### src/mdod_pkg.sv
// Purpose: shared constants and carriers of the modular object dictionary
// Assumes: four-slot station, eight 16-bit channels per slot at most
// Notes:   abort codes follow the usual service data abort values
package mdod_pkg;

   localparam int unsigned NUM_SLOTS     = 4;
   localparam int unsigned CH_PER_SLOT   = 8;
   localparam int unsigned WORDS_PER_SEG = 4;
   localparam int unsigned FIFO_DEPTH    = 16;

   localparam logic [7:0]  SLOT_COUNT    = 8'(NUM_SLOTS);
   localparam logic [3:0]  SEG_BYTES     = 4'h8;

   // index areas, module n owns base + 16 * n .. base + 16 * n + 15
   localparam logic [3:0]  AREA_IN       = 4'h6;
   localparam logic [3:0]  AREA_OUT      = 4'h7;
   localparam logic [3:0]  AREA_INFO     = 4'h9;
   localparam logic [3:0]  ENTRY_BASE    = 4'h0;
   localparam logic [7:0]  RXMAP_HI      = 8'h16;
   localparam logic [7:0]  TXMAP_HI      = 8'h1a;
   localparam logic [15:0] IDX_MODNO     = 16'h217f;
   localparam logic [7:0]  SUB_MODNO     = 8'h01;
   localparam logic [15:0] IDX_CHMASK    = 16'h2180;
   localparam logic [7:0]  SUB_CHMASK    = 8'h03;
   localparam logic [15:0] IDX_DEVINFO   = 16'hf000;
   localparam logic [7:0]  SUB_DEVINFO   = 8'h01;
   localparam logic [15:0] IDX_EXPCFG    = 16'hf030;
   localparam logic [7:0]  SUB_FIRST     = 8'h01;
   localparam logic [7:0]  SUB_LAST_CH   = 8'h08;
   localparam logic [7:0]  SUB_LAST_CFG  = 8'h04;
   localparam logic [7:0]  SUB_MAPCNT    = 8'h00;

   // setting ranges
   localparam logic [15:0] MAP_MAX       = 16'h0008;
   localparam logic [15:0] MODNO_MAX     = 16'h0003;
   localparam logic [15:0] BYTE_MAX      = 16'h00ff;
   localparam logic [15:0] WORD_MAX      = 16'hffff;

   // values after reset
   localparam logic [3:0]  MAP_RST       = 4'h0;
   localparam logic [1:0]  MODNO_RST     = 2'h0;
   localparam logic [7:0]  CHMASK_RST    = 8'h00;
   localparam logic [7:0]  CFG_RST       = 8'h00;
   localparam logic [15:0] WORD_RST      = 16'h0000;
   localparam logic [15:0] FWCNT_RST     = 16'h0000;

   localparam logic [31:0] ABORT_NONE    = 32'h00000000;
   localparam logic [31:0] ABORT_WO_RD   = 32'h06010001;
   localparam logic [31:0] ABORT_RO_WR   = 32'h06010002;
   localparam logic [31:0] ABORT_NOEXIST = 32'h06020000;
   localparam logic [31:0] ABORT_RANGE   = 32'h06090030;
   localparam logic [31:0] ABORT_STATE   = 32'h08000022;

   typedef enum logic [1:0] {AL_INIT, AL_PREOP, AL_SAFEOP, AL_OP} mdod_al_e;
   typedef enum logic {TX_IDLE, TX_RUN} mdod_tx_e;

   typedef struct packed {
      logic        wr;
      logic [15:0] index;
      logic [7:0]  sub;
      logic [15:0] data;
   } mdod_sdo_req_s;

   typedef struct packed {
      logic        abort;
      logic [31:0] code;
      logic [15:0] data;
   } mdod_sdo_rsp_s;

   typedef struct packed {
      logic [15:0] index;
      logic        part;
      logic [3:0]  len;
      logic [63:0] data;
   } mdod_pdo_seg_s;

endpackage

### src/mdod_top.sv
// Purpose: object dictionary, pdo segmenting and firmware intake of a modular slave
// Assumes: state, scan, input image and pdo ports come from logic on mclk
// Notes:   one sdo in flight; answer held until taken
// Operation
// cyclic data only in op, tx also safe-op
// sdo requests accepted any time after init
// master maps pdos before cyclic exchange
// expected config: master in pre-op or auto-built
// input area objects feed tx pdos
// output area objects fed by rx pdos
// information area shows scanned module types
// device area holds station-wide parameters
// module n owns sixteen indices per area
// addressing covers module numbers up to 255
// pdo segments carry at most eight bytes
// inputs leave in tx pdos, outputs from rx
// index is sixteen bits
// subindex is eight bits
// each object is read-only, write-only or read-write
// range bounds readback or setting values
// object usable only in its listed states
// accept firmware update bytes via file access
// slots numbered zero to three left to right
// bad access or state answered with abort
// out-of-range write aborted, value kept
`timescale 1ns/1ps

module mdod_fifo #(
   parameter int unsigned WIDTH = 8,
   parameter int unsigned DEPTH = 16
) (
   input  wire logic             mclk,
   input  wire logic             reset_n,
   input  wire logic             in_valid,
   input  wire logic [WIDTH-1:0] in_data,
   output logic                  in_ready,
   output logic                  out_valid,
   input  wire logic             out_ready,
   output logic      [WIDTH-1:0] out_data
);
   localparam int unsigned AW = $clog2(DEPTH);

   logic [WIDTH-1:0] mem_q [DEPTH];
   logic [AW-1:0]    wr_ptr_q;
   logic [AW-1:0]    rd_ptr_q;
   logic [AW:0]      count_q;
   wire              push = in_valid & in_ready;
   wire              pop  = out_valid & out_ready;

   assign in_ready  = count_q != (AW+1)'(DEPTH);
   assign out_valid = count_q != '0;
   assign out_data  = mem_q[rd_ptr_q];

   always_ff @(posedge mclk) begin
      if (push) mem_q[wr_ptr_q] <= in_data;
   end

   always_ff @(posedge mclk or negedge reset_n) begin
      if (!reset_n) begin
         wr_ptr_q <= '0;
         rd_ptr_q <= '0;
         count_q  <= '0;
      end else begin
         if (push) wr_ptr_q <= wr_ptr_q + 1'b1;
         if (pop) rd_ptr_q <= rd_ptr_q + 1'b1;
         count_q <= count_q + {{AW{1'b0}}, push} - {{AW{1'b0}}, pop};
      end
   end
endmodule

module mdod_top (
   input  wire logic                                  mclk,
   input  wire logic                                  reset_n,
   input  mdod_pkg::mdod_al_e                         al_state,
   input  wire logic                                  cycle_tick,
   input  wire logic [mdod_pkg::NUM_SLOTS-1:0][7:0]   slot_type,
   input  wire logic [mdod_pkg::NUM_SLOTS-1:0][mdod_pkg::CH_PER_SLOT-1:0][15:0] in_word,
   output logic      [mdod_pkg::NUM_SLOTS-1:0][mdod_pkg::CH_PER_SLOT-1:0][15:0] out_word,
   input  wire logic                                  sdo_req_valid,
   input  mdod_pkg::mdod_sdo_req_s                    sdo_req,
   output logic                                       sdo_req_ready,
   output logic                                       sdo_rsp_valid,
   output mdod_pkg::mdod_sdo_rsp_s                    sdo_rsp,
   input  wire logic                                  sdo_rsp_ready,
   output logic                                       tx_valid,
   output mdod_pkg::mdod_pdo_seg_s                    tx_seg,
   input  wire logic                                  tx_ready,
   input  wire logic                                  rx_valid,
   input  mdod_pkg::mdod_pdo_seg_s                    rx_seg,
   output logic                                       rx_ready,
   input  wire logic                                  fw_valid,
   input  wire logic [7:0]                            fw_byte,
   output logic                                       fw_wr,
   output logic      [7:0]                            fw_data,
   output logic      [15:0]                           fw_count
);
   localparam int unsigned NS = mdod_pkg::NUM_SLOTS;
   localparam int unsigned NC = mdod_pkg::CH_PER_SLOT;

   // dictionary storage
   logic [NS-1:0][NC-1:0][15:0] out_word_q;
   logic [NS-1:0][3:0]          rxcnt_q;
   logic [NS-1:0][3:0]          txcnt_q;
   logic [NS-1:0][7:0]          chmask_q;
   logic [NS-1:0][7:0]          exp_cfg_q;
   logic [1:0]                  mod_sel_q;
   logic                        build_done_q;
   logic                        req_ready_q;
   logic                        rsp_valid_q;
   mdod_pkg::mdod_sdo_rsp_s     rsp_q;
   logic                        rx_ready_q;
   logic                        fw_wr_q;
   logic [7:0]                  fw_data_q;
   logic [15:0]                 fw_count_q;

   // sdo decode; the 8-bit module field lets any n up to 255 decode, absent ones abort
   wire [15:0] idx      = sdo_req.index;
   wire [7:0]  sub      = sdo_req.sub;
   wire        wr       = sdo_req.wr;
   wire        take     = sdo_req_valid & req_ready_q;
   wire [7:0]  area_mod = idx[11:4];
   wire        mod_ok   = area_mod < mdod_pkg::SLOT_COUNT;
   wire        map_ok   = idx[7:0] < mdod_pkg::SLOT_COUNT;
   wire        sub_ch   = sub >= mdod_pkg::SUB_FIRST && sub <= mdod_pkg::SUB_LAST_CH;
   wire        blk0     = idx[3:0] == mdod_pkg::ENTRY_BASE;
   wire        o_in     = idx[15:12] == mdod_pkg::AREA_IN && blk0 && mod_ok && sub_ch;
   wire        o_out    = idx[15:12] == mdod_pkg::AREA_OUT && blk0 && mod_ok && sub_ch;
   wire        o_info   = idx[15:12] == mdod_pkg::AREA_INFO && blk0 && mod_ok
                          && sub == mdod_pkg::SUB_FIRST;
   wire        o_rxm    = idx[15:8] == mdod_pkg::RXMAP_HI && map_ok
                          && sub == mdod_pkg::SUB_MAPCNT;
   wire        o_txm    = idx[15:8] == mdod_pkg::TXMAP_HI && map_ok
                          && sub == mdod_pkg::SUB_MAPCNT;
   wire        o_modno  = idx == mdod_pkg::IDX_MODNO && sub == mdod_pkg::SUB_MODNO;
   wire        o_mask   = idx == mdod_pkg::IDX_CHMASK && sub == mdod_pkg::SUB_CHMASK;
   wire        o_dev    = idx == mdod_pkg::IDX_DEVINFO && sub == mdod_pkg::SUB_DEVINFO;
   wire        o_cfg    = idx == mdod_pkg::IDX_EXPCFG && sub >= mdod_pkg::SUB_FIRST
                          && sub <= mdod_pkg::SUB_LAST_CFG;
   wire        hit      = o_in | o_out | o_info | o_rxm | o_txm | o_modno | o_mask
                          | o_dev | o_cfg;
   wire [1:0]  a_slot   = idx[5:4];
   wire [1:0]  m_slot   = idx[1:0];
   wire [2:0]  ch       = 3'(sub - mdod_pkg::SUB_FIRST);
   wire [1:0]  c_slot   = 2'(sub - mdod_pkg::SUB_FIRST);

   // access attributes and states
   wire        is_ro    = o_in | o_info | o_dev;
   wire        is_wo    = o_out;
   wire        st_pre   = al_state == mdod_pkg::AL_PREOP;
   wire        st_op    = al_state == mdod_pkg::AL_OP;
   wire        cfg_obj  = o_rxm | o_txm | o_cfg;
   wire        st_ok    = (o_in | o_out) ? st_op :
                          o_mask ? st_pre :
                          cfg_obj ? (wr ? st_pre : (st_pre | st_op)) :
                          (st_pre | st_op);
   wire [15:0] rng_max  = (o_rxm | o_txm) ? mdod_pkg::MAP_MAX :
                          o_modno ? mdod_pkg::MODNO_MAX :
                          (o_mask | o_cfg) ? mdod_pkg::BYTE_MAX : mdod_pkg::WORD_MAX;
   wire        in_rng   = sdo_req.data <= rng_max;
   wire [31:0] ab_code  = !hit ? mdod_pkg::ABORT_NOEXIST :
                          !st_ok ? mdod_pkg::ABORT_STATE :
                          (wr & is_ro) ? mdod_pkg::ABORT_RO_WR :
                          (!wr & is_wo) ? mdod_pkg::ABORT_WO_RD :
                          (wr & !in_rng) ? mdod_pkg::ABORT_RANGE :
                          mdod_pkg::ABORT_NONE;
   wire        commit   = take & wr & (ab_code == mdod_pkg::ABORT_NONE);
   wire [15:0] rd_val   = o_in ? in_word[a_slot][ch] :
                          o_info ? {8'h00, slot_type[a_slot]} :
                          o_rxm ? {12'h000, rxcnt_q[m_slot]} :
                          o_txm ? {12'h000, txcnt_q[m_slot]} :
                          o_modno ? {14'h0000, mod_sel_q} :
                          o_mask ? {8'h00, chmask_q[mod_sel_q]} :
                          o_dev ? {8'h00, mdod_pkg::SLOT_COUNT} :
                          o_cfg ? {8'h00, exp_cfg_q[c_slot]} : 16'h0000;

   // sdo handshake: ready only outside init and with no answer pending
   always_ff @(posedge mclk or negedge reset_n) begin
      if (!reset_n) begin
         req_ready_q <= 1'b0;
         rsp_valid_q <= 1'b0;
         rsp_q       <= '0;
      end else if (take) begin
         req_ready_q <= 1'b0;
         rsp_valid_q <= 1'b1;
         // a refused read must not leak the value of an object it may not reach
         rsp_q       <= '{abort: ab_code != mdod_pkg::ABORT_NONE, code: ab_code,
                          data: (wr || ab_code != mdod_pkg::ABORT_NONE) ? 16'h0000 : rd_val};
      end else if (!rsp_valid_q || sdo_rsp_ready) begin
         rsp_valid_q <= 1'b0;
         req_ready_q <= al_state != mdod_pkg::AL_INIT;
      end
   end

   // rx pdo decode
   wire       rx_take = rx_valid & rx_ready_q & st_op
                        & rx_seg.index[15:8] == mdod_pkg::RXMAP_HI
                        & rx_seg.index[7:0] < mdod_pkg::SLOT_COUNT;
   wire [1:0] rx_slot = rx_seg.index[1:0];

   // dictionary writes; an rx pdo wins over an sdo write to the same word
   always_ff @(posedge mclk or negedge reset_n) begin
      if (!reset_n) begin
         out_word_q   <= '0;
         rxcnt_q      <= {NS{mdod_pkg::MAP_RST}};
         txcnt_q      <= {NS{mdod_pkg::MAP_RST}};
         chmask_q     <= {NS{mdod_pkg::CHMASK_RST}};
         exp_cfg_q    <= {NS{mdod_pkg::CFG_RST}};
         mod_sel_q    <= mdod_pkg::MODNO_RST;
         build_done_q <= 1'b0;
      end else begin
         if (!build_done_q) begin
            exp_cfg_q    <= slot_type;
            build_done_q <= 1'b1;
         end
         if (commit && o_out) out_word_q[a_slot][ch] <= sdo_req.data;
         if (commit && o_rxm) rxcnt_q[m_slot] <= sdo_req.data[3:0];
         if (commit && o_txm) txcnt_q[m_slot] <= sdo_req.data[3:0];
         if (commit && o_modno) mod_sel_q <= sdo_req.data[1:0];
         if (commit && o_mask) chmask_q[mod_sel_q] <= sdo_req.data[7:0];
         if (commit && o_cfg && build_done_q) exp_cfg_q[c_slot] <= sdo_req.data[7:0];
         for (int k = 0; k < mdod_pkg::WORDS_PER_SEG; k++) begin
            if (rx_take && {1'b0, rx_seg.part, 2'(k)} < rxcnt_q[rx_slot]) begin
               out_word_q[rx_slot][{rx_seg.part, 2'(k)}] <= rx_seg.data[k*16 +: 16];
            end
         end
      end
   end

   // tx segmenter: walks slots 0..3, two 8-byte parts each, skips unmapped
   mdod_pkg::mdod_tx_e tx_st_q;
   logic [1:0]         tx_slot_q;
   logic               tx_part_q;
   logic               tx_valid_q;
   mdod_pkg::mdod_pdo_seg_s tx_seg_q;
   logic               fifo_in_ready;
   logic               fifo_out_valid;
   mdod_pkg::mdod_pdo_seg_s fifo_out;
   logic [63:0]        seg_data;

   wire       tx_st_ok = al_state == mdod_pkg::AL_SAFEOP || st_op;
   wire [3:0] part_base = {1'b0, tx_part_q, 2'b00};
   wire [3:0] tx_rem   = txcnt_q[tx_slot_q] - part_base;
   wire       tx_need  = txcnt_q[tx_slot_q] > part_base;
   wire [3:0] tx_len   = (tx_rem >= 4'(mdod_pkg::WORDS_PER_SEG)) ? mdod_pkg::SEG_BYTES
                                                                 : {tx_rem[2:0], 1'b0};
   wire       tx_run   = tx_st_q == mdod_pkg::TX_RUN && tx_st_ok;
   wire       tx_push  = tx_run & tx_need & fifo_in_ready;
   wire       tx_step  = tx_run & (!tx_need | fifo_in_ready);
   wire       tx_last  = tx_slot_q == 2'(NS - 1) && tx_part_q;
   wire       fifo_pop = !tx_valid_q || tx_ready;
   wire mdod_pkg::mdod_pdo_seg_s push_seg = '{index: {mdod_pkg::TXMAP_HI, 6'h00, tx_slot_q},
                                             part: tx_part_q, len: tx_len, data: seg_data};

   for (genvar k = 0; k < mdod_pkg::WORDS_PER_SEG; k++) begin : g_word
      wire [2:0] tch = {tx_part_q, 2'(k)};
      assign seg_data[k*16 +: 16] = ({1'b0, tch} < txcnt_q[tx_slot_q]) ?
                                    in_word[tx_slot_q][tch] : 16'h0000;
   end

   always_ff @(posedge mclk or negedge reset_n) begin
      if (!reset_n) begin
         tx_st_q   <= mdod_pkg::TX_IDLE;
         tx_slot_q <= 2'h0;
         tx_part_q <= 1'b0;
      end else begin
         case (tx_st_q)
            mdod_pkg::TX_IDLE: begin
               if (cycle_tick && tx_st_ok) begin
                  tx_st_q   <= mdod_pkg::TX_RUN;
                  tx_slot_q <= 2'h0;
                  tx_part_q <= 1'b0;
               end
            end
            mdod_pkg::TX_RUN: begin
               if (!tx_st_ok || (tx_step && tx_last)) begin
                  tx_st_q <= mdod_pkg::TX_IDLE;
               end else if (tx_step) begin
                  tx_part_q <= !tx_part_q;
                  if (tx_part_q) tx_slot_q <= tx_slot_q + 2'h1;
               end
            end
            default: tx_st_q <= mdod_pkg::TX_IDLE;
         endcase
      end
   end

   // segments queue up so a stalled link backs up into the segmenter
   mdod_fifo #(
      .WIDTH ($bits(mdod_pkg::mdod_pdo_seg_s)),
      .DEPTH (mdod_pkg::FIFO_DEPTH)
   ) u_txq (
      .mclk      (mclk),
      .reset_n   (reset_n),
      .in_valid  (tx_push),
      .in_data   (push_seg),
      .in_ready  (fifo_in_ready),
      .out_valid (fifo_out_valid),
      .out_ready (fifo_pop),
      .out_data  (fifo_out)
   );

   always_ff @(posedge mclk or negedge reset_n) begin
      if (!reset_n) begin
         tx_valid_q <= 1'b0;
         tx_seg_q   <= '0;
      end else if (fifo_pop) begin
         tx_valid_q <= fifo_out_valid;
         tx_seg_q   <= fifo_out;
      end
   end

   // rx is always drained; frames outside op are dropped, not stalled
   always_ff @(posedge mclk or negedge reset_n) begin
      if (!reset_n) begin
         rx_ready_q <= 1'b0;
         fw_wr_q    <= 1'b0;
         fw_data_q  <= 8'h00;
         fw_count_q <= mdod_pkg::FWCNT_RST;
      end else begin
         rx_ready_q <= 1'b1;
         fw_wr_q    <= fw_valid && st_pre;
         if (fw_valid && st_pre) begin
            fw_data_q  <= fw_byte;
            fw_count_q <= fw_count_q + 16'h0001;
         end
      end
   end

   assign out_word      = out_word_q;
   assign sdo_req_ready = req_ready_q;
   assign sdo_rsp_valid = rsp_valid_q;
   assign sdo_rsp       = rsp_q;
   assign tx_valid      = tx_valid_q;
   assign tx_seg        = tx_seg_q;
   assign rx_ready      = rx_ready_q;
   assign fw_wr         = fw_wr_q;
   assign fw_data       = fw_data_q;
   assign fw_count      = fw_count_q;
endmodule

### config.mk
export PLATFORM = sky130hd
export DESIGN_NAME = mdod_top
export DESIGN_NICKNAME = d
export VERILOG_FILES = /design/src/mdod_pkg.sv /design/src/mdod_top.sv
export SDC_FILE = /design/constraint.sdc
export NUM_CORES = 2
export LEC_CHECK = 0
export BUFFER_PORTS_ARGS = -buffer_cell sky130_fd_sc_hd__buf_2
export CAP_MARGIN = 20
export CORE_AREA = 2 2 538 540
export CTS_CLUSTER_DIAMETER = 40
export DETAILED_ROUTE_END_ITERATION = 10
export DIE_AREA = 0 0 540 542
export PLACE_DENSITY = 0.54
export SLEW_MARGIN = 0
export SYNTH_ARGS = -nofsm -noshare
export SYNTH_HDL_FRONTEND = slang
export SYNTH_SLANG_ARGS = --single-unit
### constraint.sdc
create_clock -name mclk -period 12.55 [get_ports mclk]
set_input_delay 2.51 -clock mclk [delete_from_list [all_inputs] [get_ports mclk]]
set_output_delay 2.51 -clock mclk [all_outputs]
set_load 0.02 [all_outputs]
==> summary.txt <==
Status
  – Status: finished, final reports clean

Layout
  – Final nets: 7727
  – Final Non-Filler Cells: 11100
  – Reg area: 52500 um^2
  – Synth-to-layout area growth: 25.8%
  – Final core occ: 0.381
  – Area of the multi-input gates: 32700 um^2
  – Fillers: 27200
  – Most common cell after layout, fill and taps aside: buf_2
  – Layout cell share with drive strength beyond 1: 0.436
  – Commonest non-fill, non-tap cells in the layout: 1321 x buf_2, 1120 x edfxtp_1, 745 x dfrtp_1, 661 x nand2_1, 646 x mux4_2

Clocking
  – Clock buffer depth: 4
  – CTS root buf: clkbuf_16
  – H-tree depth: 5
  – CTS Hold Buffers Added: 0
  – CTS resizes: 0
  – Insertion delay of the later-clocked pin in the worst-skew pair: 880 ps
  – Register clock-pin slew on the reported worst setup and hold paths: 50 ps
  – CTS buffer count: 312
  – CTS tree: built
  – Post-CTS setup buffers: 0
  – # clock sinks: 1872

Setup path
  – CP dominant cell by count: nor2_1
  – Buf+Inv Stages, Crit Path: 2
  – Worst-path maximum fanout: 35
  – CP max stage delay: 870 ps
  – Critical Path Slowest Stage Cell: nor2b_2
  – Worst setup path class: in2reg
  – CP arrival: 8510 ps
  – CP top delay family: simple AND/OR/NAND/NOR gates
  – Worst-path cell chain: buf_2, or4_1, nor4_1, and2_1, nor2_1, nand2_1, ha_1, a21oi_1, nor2_1, a211oi_1, a31oi_4, buf_12, nor2b_2, nand4_2, mux2_2
  – Crit path launch type: input port
  – CP required: 13280 ps
  – CP endpoint kind: register

Floorplan
  – Die width: 540 um
  – Initial Util: 0.303
  – Die H: 542 um
  – Row cnt: 197
  – Die area: 293000 um^2
  – Io pins: 1363
  – Core area: 287000 um^2

Placed design
  – Final GP Congestion: 0.909
  – DP Cell Count: 10400
  – Port buffer count: 1324
  – Dpl ws: 3880 ps
  – DP HPWL: 249000 um

Global route
  – Grt total ovfl: 0
  – Vias in the first global route: 61200
  – Pin count of the biggest net entering global routing: 154
  – GRT Total Usage: 0.241
  – Initial antenna violation count: 72
  – First-pass GRT wire length: 494000 um

Yosys
  – Yosys warns: 0
  – Post-synth EDFFs: 1120
  – Post-synthesis cell count: 5614
  – Synth Flop Type: edfxtp_1
  – Mapped cell area: 86900 um^2
  – Post-synth cell types: 72
  – Post-synthesis sequential area ratio: 0.603
  – Async S/R FF share, synth: 0.402
  – Avg Cell Area, Syn: 15.5 um^2
  – #FFs+latches synth: 1872

Timing
  – Max Clock Skew: 105 ps
  – Maximum clock rate: 0.129 GHz
  – Setup violators final: 0
  – RSZ-0062 raised after global routing: no
  – Minimum clock period: 7780 ps
  – Final hold vios: 0
  – Worst setup margin: 4770 ps
  – Rel. slew slack: 0.139
  – Setup_tns: 0 ps
  – Final slew viol count: 0
  – Tcrit/Tclk final: 0.620
  – Slew @ Worst Pin: 1290 ps

Drt
  – Initial detailed-routing violation count: 4598
  – Total iterations of the first detailed-routing run: 5
  – # DRC: 0
  – DRT antenna net count: 0
  – Routed vias/inst: 5.26
  – WL final: 361000 um
  – DR WL/cell: 32.6 um
  – Via Count: 58200

Pwr
  – Max IR drop VDD: 0.178 mV
  – P_leak: 44.3 nW
  – Total power: 0.0197 W
  – Cell Pwr Density: 180 nW/um^2

Worst hold path
  – Hold WC Path Type: reg2reg

Job
  – Total of max-cap violations: 0
-- power by group --
group / internal [W] / total [W] / switching, W
Combinational: 0.00168 / 0.00394 / 0.00226
Sequential: 0.00681 / 0.00706 / 0.000254
Clock: 0.00554 / 0.00870 / 0.00316
Total: 0.0140 / 0.0197 / 0.00567
-- final cells by class --
cell class,count,area share
Antenna cell,53,0.00121
Clock buffer,377,0.0766
Clock inverter,185,0.0210
Inverter,30,0.00105
Multi-Input combinational cell,3228,0.299
Sequential cell,1872,0.480
Tap cell,3781,0.0433
Timing Repair Buffer,1553,0.0784
-- Yosys cell counts (12+ instances only) --
library cell	n	share of area
or4_1	19	0.0016
nand3_1	21	0.0012
buf_2	39	0.0022
nor4_4	21	0.0051
nand4_1	20	0.0014
nor4_1	19	0.0014
edfxtp_1	1120	0.39
a21oi_1	209	0.012
nand2b_1	16	0.0012
o21ai_0	232	0.013
nor2_1	207	0.0089
ha_1	41	0.0059
nand2_1	669	0.029
buf_1	120	0.0052
buf_4	65	0.0056
mux2_1	66	0.0085
o22ai_1	64	0.0046
clkbuf_1	292	0.013
mux2i_1	394	0.045
xnor2_1	18	0.0018
inv_1	30	0.0013
mux2_2	322	0.042
dfrtp_1	752	0.22
mux4_2	646	0.17
nor2b_1	12	0.00086
nor3_1	15	0.00086
o21ai_1	43	0.0025
-- sequential cells by signal, indices dropped and copies added, names as in the netlist, 5 cells and up --
name / flops
u_txq.mem_q: 1120
out_word: 512
tx_seg: 71
chmask_q: 32
exp_cfg_q: 32
sdo_rsp: 25
fw_count: 16
rxcnt_q: 16
txcnt_q: 16
fw_data: 8
u_txq.count_q: 5
-- kinds of logic (layout without fill, tap and decap cells) --
family                   count (synthesis)  in the layout  share of synthesized area
XOR/XNOR                                27             27                    0.00272
AO/OA/AOI/OAI                          596            596                     0.0374
multiplexers                          1428           1428                      0.263
other                                    2             88                  0.0000864
AND/OR/NAND/NOR                       1100           1100                     0.0604
flip-flops                            1872           1872                      0.603
adder cells (fa/ha/maj)                 42             42                    0.00613
buffers and inverters                  547           2145                     0.0271
-- per-layer routing --
layer	GRT usage	wire [um]	vias to the layer above
met4	0.117	18500	18
li1	-	-	24500
met5	0	117	-
met3	0.0687	30200	669
met2	0.427	185000	2544
met1	0.262	127000	30600
-- worst reg2reg max path, stage by stage (launching register included) --
cell	delay [ps]
dfrtp_4	920
mux4_2	640
ha_1	330
nor3b_1	150
nor2_1	180
nor2_4	40
buf_4	260
nor3b_1	290
clkbuf_4	230
nand2_1	270
nor2_4	830
buf_4	770
buf_4	570
-- path summary, 6_finish.rpt --
kind	startpoint	endpoint	slack, ps	cells after the start
min in group asynchronous	reset_n	tx_seg[21]$_DFFE_PN0N_	1610	1
max reg2reg	tx_slot_q[0]$_DFFE_PN0P_	u_txq.mem_q[7][56]$_DFFE_PP_	6670	12
max in group asynchronous	reset_n	out_word[414]$_DFF_PN0_	8790	3
min reg2reg	tx_seg[36]$_DFFE_PN0N_	tx_seg[36]$_DFFE_PN0N_	460	2
max	sdo_req[39]	exp_cfg_q[10]$_DFF_PN0_	4770	15
min	tx_seg[36]$_DFFE_PN0N_	tx_seg[36]$_DFFE_PN0N_	460	2
-- stage by stage --
| step | instance area [um^2] | hold WS, ps |
|---|---|---|
| global placement | 98100 | 454 |
| floorplan | 87100 | 459 |
| global route | 109000 | 479 |
| detailed placement | 98300 | 451 |
| finish | 109000 | 461 |
| CTS | 109000 | 465 |
Power figures use the tool's default switching activity.
